**src/tcct_pkg.sv**
```systemverilog
package tcct_pkg;
   localparam int CNT_W = 16;
   localparam int DIV_W = 7;
   localparam int IDX_W = 6;
   localparam int ADDR_W = 8;
   // Register indices; byte address is four times the index
   localparam logic [IDX_W-1:0] IDX_STATUS_CTRL = 6'h0a;
   localparam logic [IDX_W-1:0] IDX_CNT_HI = 6'h0c;
   localparam logic [IDX_W-1:0] IDX_CNT_LO = 6'h0d;
   localparam logic [IDX_W-1:0] IDX_MOD_HI = 6'h0e;
   localparam logic [IDX_W-1:0] IDX_MOD_LO = 6'h0f;
   localparam logic [IDX_W-1:0] IDX_CH0_CTRL = 6'h10;
   localparam logic [IDX_W-1:0] IDX_CH0_HI = 6'h11;
   localparam logic [IDX_W-1:0] IDX_CH0_LO = 6'h12;
   localparam logic [IDX_W-1:0] IDX_CH1_CTRL = 6'h13;
   localparam logic [IDX_W-1:0] IDX_CH1_HI = 6'h14;
   localparam logic [IDX_W-1:0] IDX_CH1_LO = 6'h15;
   // timer_status_control fields
   localparam int B_OVF = 7;
   localparam int B_OVF_IE = 6;
   localparam int B_HALT = 5;
   localparam int B_CRST = 4;
   localparam int B_PS_MSB = 2;
   // chanN_status_control fields
   localparam int B_EVT = 7;
   localparam int B_IE = 6;
   localparam int B_BUF = 5;
   localparam int B_MODE = 4;
   localparam int B_ELS_HI = 3;
   localparam int B_ELS_LO = 2;
   localparam int B_WRAP_TGL = 1;
   localparam int B_FULL = 0;
   localparam logic [7:0] STATUS_CTRL_RST = 8'h20;
   localparam logic [7:0] STATUS_CTRL_WMASK = 8'h67;
   localparam logic [CNT_W-1:0] MOD_RST = 16'hffff;
   localparam logic [7:0] CH0_WMASK = 8'h7f;
   localparam logic [7:0] CH1_WMASK = 8'h5f;
   localparam logic [2:0] PS_EXT = 3'h7;
   localparam logic [1:0] ELS_OFF = 2'h0;
   localparam logic [1:0] ELS_RISE = 2'h1;
   localparam logic [1:0] ELS_FALL = 2'h2;
   localparam logic [1:0] ELS_BOTH = 2'h3;
   localparam logic [1:0] ACT_TOGGLE = 2'h1;
   localparam logic [1:0] ACT_CLEAR = 2'h2;
   localparam logic [1:0] ACT_SET = 2'h3;
   localparam logic [1:0] RESP_OKAY = 2'h0;
   localparam logic [1:0] RESP_SLVERR = 2'h2;

   typedef struct packed {
      logic awvalid;
      logic [ADDR_W-1:0] awaddr;
      logic wvalid;
      logic [31:0] wdata;
      logic [3:0] wstrb;
      logic bready;
      logic arvalid;
      logic [ADDR_W-1:0] araddr;
      logic rready;
   } tcct_axi_req_t;

   typedef struct packed {
      logic awready;
      logic wready;
      logic bvalid;
      logic [1:0] bresp;
      logic arready;
      logic rvalid;
      logic [31:0] rdata;
      logic [1:0] rresp;
   } tcct_axi_rsp_t;

   typedef struct packed {
      logic [1:0] out;
      logic [1:0] oe;
   } tcct_pins_t;
endpackage : tcct_pkg

```
**src/tcct_timer.sv**
```systemverilog
`timescale 1ns/1ps
// Operation
// - One 16-bit up-counter, free-running or wrapping at a modulo limit.
// - Modulo limit high and low bytes set the wrap value.
// - Reading counter bytes gives live count and never disturbs counting.
// - Each channel chooses input capture or output compare; buffered select forces channel 0 to compare and idles channel 1.
// - Seven bus clock rates or the external clock pin drive the counter.
// - Low three bits of status control select the count source.
// - Capture triggers on rising, falling or either edge as configured.
// - Compare event sets, clears or inverts the channel pin.
// - Toggle-on-wrap bit inverts the channel pin at each overflow.
// - Halt bit resets to one; counter reset bit reads as zero.
// - Channel 0 control holds flag, enable, modes, edges, wrap toggle, full duty.
// - Channel 1 control matches channel 0 but bit 5 reads zero.
// - Modulo limit resets to all ones, full 16-bit span.
// - Active capture edge latches the counter into the channel value.
// - Counter equal to compare value applies the channel pin action.
// - Buffered select links channels; last written value takes over at overflow.
// - In PWM use the pin toggles at the modulo limit, setting the period.
module tcct_timer (
   input wire logic CLK,
   input wire logic RST,
   input tcct_pkg::tcct_axi_req_t AXI_REQ,
   output tcct_pkg::tcct_axi_rsp_t AXI_RSP,
   input wire logic CH0_PIN_IN,
   input wire logic CH1_PIN_IN,
   input wire logic EXT_COUNT_CLOCK_PIN,
   output tcct_pkg::tcct_pins_t PINS,
   output logic TIMER_IRQ
);
   import tcct_pkg::*;

   typedef struct packed {
      logic [2:0] sync1;
      logic [2:0] sync2;
      logic [2:0] sync3;
      logic [DIV_W-1:0] div;
      logic [CNT_W-1:0] cnt;
      logic [CNT_W-1:0] mod;
      logic [7:0] ctrl;
      logic [1:0][7:0] chctl;
      logic [1:0][CNT_W-1:0] val;
      logic [2:0] armed;
      logic active_ch;
      logic last_wr_ch;
      logic [1:0] pin_out;
      logic [1:0] pin_oe;
      logic aw_held;
      logic [ADDR_W-1:0] awaddr;
      logic w_held;
      logic [31:0] wdata;
      logic [3:0] wstrb;
      logic bvalid;
      logic [1:0] bresp;
      logic rvalid;
      logic [7:0] rdata;
      logic [1:0] rresp;
   } tcct_state_t;

   tcct_state_t st_reg;
   tcct_state_t st_next;
   logic awready;
   logic wready;
   logic arready;

   assign awready = !st_reg.aw_held && !st_reg.bvalid;
   assign wready = !st_reg.w_held && !st_reg.bvalid;
   assign arready = !st_reg.rvalid;

   assign AXI_RSP = '{
      awready: awready,
      wready: wready,
      bvalid: st_reg.bvalid,
      bresp: st_reg.bresp,
      arready: arready,
      rvalid: st_reg.rvalid,
      rdata: {24'h000000, st_reg.rdata},
      rresp: st_reg.rresp
   };

   assign PINS = '{out: st_reg.pin_out, oe: st_reg.pin_oe};

   // Request level from flags and their enables
   assign TIMER_IRQ = (st_reg.ctrl[B_OVF] && st_reg.ctrl[B_OVF_IE])
      || (st_reg.chctl[0][B_EVT] && st_reg.chctl[0][B_IE])
      || (st_reg.chctl[1][B_EVT] && st_reg.chctl[1][B_IE]);

   always_comb begin
      tcct_state_t n;
      logic [DIV_W-1:0] mask;
      logic [2:0] rise;
      logic [2:0] fall;
      logic [IDX_W-1:0] widx;
      logic [IDX_W-1:0] ridx;
      logic [7:0] d;
      logic [7:0] rv;
      logic [1:0] els;
      logic [CNT_W-1:0] cmp;
      logic tick;
      logic ovf;
      logic crst;
      logic hit;
      logic buffered;
      logic outm;
      logic edg;
      logic chon;
      n = st_reg;
      mask = '0;
      rise = '0;
      fall = '0;
      widx = '0;
      ridx = '0;
      d = '0;
      rv = '0;
      els = '0;
      cmp = '0;
      tick = 1'b0;
      ovf = 1'b0;
      crst = 1'b0;
      hit = 1'b0;
      buffered = 1'b0;
      outm = 1'b0;
      edg = 1'b0;
      chon = 1'b0;

      // Pins: bit 0 external clock, bits 1 and 2 channel pins
      n.sync1 = {CH1_PIN_IN, CH0_PIN_IN, EXT_COUNT_CLOCK_PIN};
      n.sync2 = st_reg.sync1;
      n.sync3 = st_reg.sync2;
      rise = st_reg.sync2 & ~st_reg.sync3;
      fall = ~st_reg.sync2 & st_reg.sync3;

      // Bus address and data phases, taken in either order
      if (AXI_REQ.awvalid && awready) begin
         n.aw_held = 1'b1;
         n.awaddr = AXI_REQ.awaddr;
      end
      if (AXI_REQ.wvalid && wready) begin
         n.w_held = 1'b1;
         n.wdata = AXI_REQ.wdata;
         n.wstrb = AXI_REQ.wstrb;
      end
      if (st_reg.bvalid && AXI_REQ.bready) begin
         n.bvalid = 1'b0;
      end
      if (st_reg.rvalid && AXI_REQ.rready) begin
         n.rvalid = 1'b0;
      end

      if (st_reg.aw_held && st_reg.w_held) begin
         widx = st_reg.awaddr[ADDR_W-1:2];
         d = st_reg.wdata[7:0];
         hit = 1'b1;
         n.aw_held = 1'b0;
         n.w_held = 1'b0;
         n.bvalid = 1'b1;
         if (st_reg.wstrb[0]) begin
            case (widx)
               IDX_STATUS_CTRL: begin
                  n.ctrl = (st_reg.ctrl & ~STATUS_CTRL_WMASK) | (d & STATUS_CTRL_WMASK);
                  if (!d[B_OVF] && st_reg.armed[0]) begin
                     n.ctrl[B_OVF] = 1'b0;
                     n.armed[0] = 1'b0;
                  end
                  crst = d[B_CRST];
               end
               IDX_MOD_HI: n.mod[15:8] = d;
               IDX_MOD_LO: n.mod[7:0] = d;
               IDX_CH0_CTRL: begin
                  n.chctl[0] = (st_reg.chctl[0] & ~CH0_WMASK) | (d & CH0_WMASK);
                  if (!d[B_EVT] && st_reg.armed[1]) begin
                     n.chctl[0][B_EVT] = 1'b0;
                     n.armed[1] = 1'b0;
                  end
               end
               IDX_CH1_CTRL: begin
                  n.chctl[1] = (st_reg.chctl[1] & ~CH1_WMASK) | (d & CH1_WMASK);
                  if (!d[B_EVT] && st_reg.armed[2]) begin
                     n.chctl[1][B_EVT] = 1'b0;
                     n.armed[2] = 1'b0;
                  end
               end
               IDX_CH0_HI: begin
                  n.val[0][15:8] = d;
                  n.last_wr_ch = 1'b0;
               end
               IDX_CH0_LO: begin
                  n.val[0][7:0] = d;
                  n.last_wr_ch = 1'b0;
               end
               IDX_CH1_HI: begin
                  n.val[1][15:8] = d;
                  n.last_wr_ch = 1'b1;
               end
               IDX_CH1_LO: begin
                  n.val[1][7:0] = d;
                  n.last_wr_ch = 1'b1;
               end
               // Counter bytes ignore writes
               IDX_CNT_HI, IDX_CNT_LO: hit = 1'b1;
               default: hit = 1'b0;
            endcase
         end else begin
            hit = (widx >= IDX_STATUS_CTRL) && (widx <= IDX_CH1_LO)
               && (widx != IDX_STATUS_CTRL + 6'h01);
         end
         n.bresp = hit ? RESP_OKAY : RESP_SLVERR;
      end

      if (AXI_REQ.arvalid && arready) begin
         ridx = AXI_REQ.araddr[ADDR_W-1:2];
         hit = 1'b1;
         case (ridx)
            IDX_STATUS_CTRL: begin
               rv = st_reg.ctrl; // counter reset bit never stored
               if (st_reg.ctrl[B_OVF]) begin
                  n.armed[0] = 1'b1;
               end
            end
            IDX_CNT_HI: rv = st_reg.cnt[15:8];
            IDX_CNT_LO: rv = st_reg.cnt[7:0];
            IDX_MOD_HI: rv = st_reg.mod[15:8];
            IDX_MOD_LO: rv = st_reg.mod[7:0];
            IDX_CH0_CTRL: begin
               rv = st_reg.chctl[0];
               if (st_reg.chctl[0][B_EVT]) begin
                  n.armed[1] = 1'b1;
               end
            end
            IDX_CH1_CTRL: begin
               rv = st_reg.chctl[1];
               if (st_reg.chctl[1][B_EVT]) begin
                  n.armed[2] = 1'b1;
               end
            end
            IDX_CH0_HI: rv = st_reg.val[0][15:8];
            IDX_CH0_LO: rv = st_reg.val[0][7:0];
            IDX_CH1_HI: rv = st_reg.val[1][15:8];
            IDX_CH1_LO: rv = st_reg.val[1][7:0];
            default: hit = 1'b0;
         endcase
         n.rvalid = 1'b1;
         n.rdata = rv;
         n.rresp = hit ? RESP_OKAY : RESP_SLVERR;
      end

      // Count clock: divide by 2^select, or the synchronised pin edge
      mask = DIV_W'((8'h01 << st_reg.ctrl[B_PS_MSB:0]) - 8'h01);
      if (st_reg.ctrl[B_PS_MSB:0] == PS_EXT) begin
         tick = rise[0];
      end else begin
         tick = (st_reg.div & mask) == mask;
      end
      if (st_reg.ctrl[B_HALT] || crst) begin
         tick = 1'b0;
      end
      if (crst) begin
         n.cnt = '0;
         n.div = '0;
      end else if (!st_reg.ctrl[B_HALT]) begin
         n.div = st_reg.div + DIV_W'(1);
      end
      ovf = tick && (st_reg.cnt == st_reg.mod);
      if (tick) begin
         n.cnt = ovf ? '0 : st_reg.cnt + CNT_W'(1);
      end
      if (ovf) begin
         n.ctrl[B_OVF] = 1'b1;
      end

      buffered = st_reg.chctl[0][B_BUF];
      if (ovf && buffered) begin
         n.active_ch = st_reg.last_wr_ch;
      end else if (!buffered) begin
         n.active_ch = 1'b0;
      end

      for (int i = 0; i < 2; i++) begin
         // Channel 1 is idle while linked to channel 0
         chon = (i == 0) || !buffered;
         outm = st_reg.chctl[i][B_MODE] || ((i == 0) && buffered);
         els = st_reg.chctl[i][B_ELS_HI:B_ELS_LO];
         cmp = ((i == 0) && buffered) ? st_reg.val[st_reg.active_ch] : st_reg.val[i];
         n.pin_oe[i] = chon && outm && (els != ELS_OFF);
         if (chon && !outm) begin
            case (els)
               ELS_RISE: edg = rise[i+1];
               ELS_FALL: edg = fall[i+1];
               ELS_BOTH: edg = rise[i+1] | fall[i+1];
               default: edg = 1'b0;
            endcase
            if (edg) begin
               n.val[i] = st_reg.cnt;
               n.chctl[i][B_EVT] = 1'b1;
            end
         end else if (chon) begin
            // Full duty suppresses the compare pin action, not the flag, so the pin stays at its wrap level
            if (tick && (st_reg.cnt == cmp)) begin
               n.chctl[i][B_EVT] = 1'b1;
               if (!st_reg.chctl[i][B_FULL]) begin
                  case (els)
                     ACT_TOGGLE: n.pin_out[i] = !st_reg.pin_out[i];
                     ACT_CLEAR: n.pin_out[i] = 1'b0;
                     ACT_SET: n.pin_out[i] = 1'b1;
                     default: n.pin_out[i] = st_reg.pin_out[i];
                  endcase
               end
            end
            if (ovf && st_reg.chctl[i][B_WRAP_TGL]) begin
               n.pin_out[i] = !n.pin_out[i];
            end
         end
      end
      st_next = n;
   end

   always_ff @(posedge CLK or posedge RST) begin
      if (RST) begin
         st_reg <= '0;
         st_reg.ctrl <= STATUS_CTRL_RST;
         st_reg.mod <= MOD_RST;
      end else begin
         st_reg <= st_next;
      end
   end
endmodule : tcct_timer

```
**config.mk**
```make
export PLATFORM = sky130hd
export DESIGN_NAME = tcct_timer
export DESIGN_NICKNAME = d
export VERILOG_FILES = /design/src/tcct_pkg.sv /design/src/tcct_timer.sv
export SDC_FILE = /design/constraint.sdc
export NUM_CORES = 1
export LEC_CHECK = 0
export BUFFER_PORTS_ARGS = -buffer_cell sky130_fd_sc_hd__buf_2
export CAP_MARGIN = 0
export CORE_MARGIN = 4
export CORE_UTILIZATION = 35
export DETAILED_ROUTE_END_ITERATION = 8
export PLACE_DENSITY = 0.5
export SYNTH_ARGS = -nofsm -noshare
export SYNTH_HDL_FRONTEND = slang
export SYNTH_SLANG_ARGS = --single-unit
```
**constraint.sdc**
```tcl
create_clock -name CLK -period 10.2 [get_ports CLK]
set_clock_uncertainty 0.1 [all_clocks]
set_input_delay 1.53 -clock CLK [delete_from_list [all_inputs] [get_ports CLK]]
set_output_delay 1.53 -clock CLK [all_outputs]
set_load 0.05 [all_outputs]
```
==> flow_summary.yaml <==
min_path:
  hp-class: "reg2reg"
global_routing:
  antenna_found_initial: 1
  grt.overflow.total: 0
  grt_max_degree: 86
  first_global_vias: 5607
  grt_util_all_layers_pct: 18.25
  grt_pass1_wl_um: 33850
place:
  place_area_mm2: 0.007955
  gp_congestion: 0.8870
  place_ws_ns: 6.588
  port_buffers: 50
  dp_hpwl_um: 15220
drt:
  drtAntennaViolNets: 0
  remaining_drc_errors: 0
  detail_route.vias_per_cell: 5.299
  num_vias: 5797
  routed_wl_um: 21820
  wl_per_cell_um: 19.95
  first_pass_iters: 5
  initialDrtViolationCount: 504
yosys:
  yosysUniqueCellTypes: 63
  ys_ff_latch: 138
  ys_warn_count: 0
  avgSynthCellArea_um2: 9.796
  ys_seq_area_share_pct: 44.96
  synth_edf_count: 0
  async_flop_share_pct: 100.0
  syn_area_mm2: 0.007729
  synthCells: 789
  synth_ff_type: "dfrtp_1"
floorplanning:
  fp.dieW_um: 156.6
  fp.coreArea_mm2: 0.02176
  start_util_pct: 35.52
  boundaryPins: 108
  dieArea_mm2: 0.02452
  fp-row-count: 54
  die_h_um: 156.6
power_and_ir_drop:
  vdd_ir_drop_max_v: 0.0001208
  p_leak_uw: 0.003894
  p_total_uw: 2246
  p_per_area_mw_per_mm2: 263.5
cells_and_area:
  multiInputGateArea_mm2: 0.003721
  antennaDiodeCount: 0
  seq_area_mm2: 0.003475
  final_area_mm2: 0.008524
  syn2layout_area_growth_pct: 10.30
  drive_above_1_share_pct: 20.15
  nets: 869
  largest_reg_flops: 116
  num-fill-cells: 2182
worst_setup_path:
  path_class: "in2reg"
  start_kind: "input port"
  critPathCaptureType: "register"
  cp.arrival_ns: 3.60
  worstPathRequired_ns: 10.47
  critPathMaxFanout: 8
  r2r_slack_ns: 6.99
clock_tree:
  root_buffer: "clkbuf_16"
  cts_sinks: 138
  cts_resized: 0
  clk_pin_slew_ns: 0.06
  insertion_delay_ns: 0.43
  ctsHoldBuffers: 0
  cts_max_level: 4
  cts_buffers: 17
  cts_tree: "done"
  clockBufferDepth: 2
  cts_setup_buffers: 0
sta:
  fmax_ghz: 0.3002
  worst-slew-pin-transition_ns: 1.097
  worst_slack_ns: 6.869
  hold_violations: 0
  period_minus_slack_ns: 3.331
  fin_crit_sh_pct: 32.65
  final-setup-viol-count: 0
  drv_slew: 0
  relSlewSlack_pct: 26.34
  rsz0062_at_grt: "no"
  holdWs_ns: 0.2506
  tns_ns: 0
status:
  status: "completed"
job:
  maxCapViolCount: 0
-- worst max-delay path, stage by stage --
cell and delay [ns]:
buf_2 0.13, nor2_1 0.14, nand3_1 0.16, nor2_1 0.78, a22o_1 0.26, a221oi_1 0.05
a31oi_1 0.43, a21o_1 0.12
-- layout by cell type (no fill, tap or decap), types with 18 or more instances in the layout --
cell / Yosys / layout
a22oi_1: 18 / 18
inv_1: 26 / 25
mux2_2: 44 / 44
mux2i_1: 34 / 34
nand2_1: 77 / 77
o21ai_0: 74 / 74
xor2_1: 24 / 24
xnor2_1: 32 / 32
dfrtp_1: 121 / 121
nor2_1: 48 / 48
buf_2: 8 / 50
conb_1: 1 / 26
-- cell usage after synthesis, types with 10 or more instances --
library cell / number / area [um2]
o21ai_0: 74 / 370.4
nor2_1: 48 / 180.2
dfrtp_1: 121 / 3028
mux2i_1: 34 / 340.3
nand2b_1: 11 / 68.82
clkbuf_1: 26 / 97.59
dfstp_2: 17 / 446.7
a221oi_1: 11 / 96.34
nand3_1: 17 / 85.08
xnor2_1: 32 / 280.3
nor3_1: 10 / 50.05
a21oi_1: 15 / 75.07
a22o_1: 11 / 96.34
a22oi_1: 18 / 135.1
xor2_1: 24 / 210.2
nand4_1: 12 / 75.07
and3_1: 14 / 87.58
inv_1: 26 / 97.59
buf_4: 47 / 352.8
mux2_2: 44 / 495.5
nand2_1: 77 / 289.0
-- final timing paths --
| kind | startpoint | endpoint | cells past startpoint |
|---|---|---|---|
| max | AXI_REQ[6] | AXI_RSP[6] | 8 |
| min | st_next[169] | st_next[166] | 0 |
| max reg2reg | st_reg[155] | st_reg[146] | 8 |
| min reg2reg | st_next[169] | st_next[166] | 0 |
| max in group asynchronous | RST | st_reg[83] | 3 |
| min in group asynchronous | RST | st_next[167] | 2 |
-- stage by stage --
stage / instances / utilization (%)
6_report: 1094 / 39.18
2_1_floorplan: 814 / -
3_5_place_dp: 1062 / 36.57
5_1_grt: 1094 / 39.18
4_1_cts: 1094 / 39.18
3_3_place_gp: 1062 / 36.57
-- power by group --
group / total [uW] / internal [uW] / switching (uW)
Combinational: 696 / 289 / 407
Clock: 606 / 349 / 257
Sequential: 944 / 700 / 244
Total: 2250 / 1340 / 908
-- cells by family after synthesis --
kind of cell | synth area share [%]
DFF | 44.96
other | 0.04852
xor gates and xnor gates | 6.557
buffers and inverters | 8.240
adders and majority gates | 0.9713
AOI/OAI and AO/OA | 13.87
muxes | 10.81
and+or+nand+nor | 14.54
-- layer usage --
layer / wire length [um] / vias to the layer above / share of wire (%) / global-route usage (%)
li1: - / 2731 / - / -
met1: 10640 / 2886 / 49 / 26.75
met2: 9714 / 155 / 45 / 27.09
met3: 1217 / 23 / 5.6 / 4.535
met4: 238 / 2 / 1.1 / 4.587
met5: 11 / - / 0.050 / 0
-- final cells by class --
class	count	area share, %
Multi-Input combinational cell	560	43.65
Sequential cell	138	40.76
Clock buffer	19	5.313
Tap cell	280	4.110
Timing Repair Buffer	57	3.552
Clock inverter	13	1.365
Inverter	27	1.248
(Power assumes the default switching activity.)
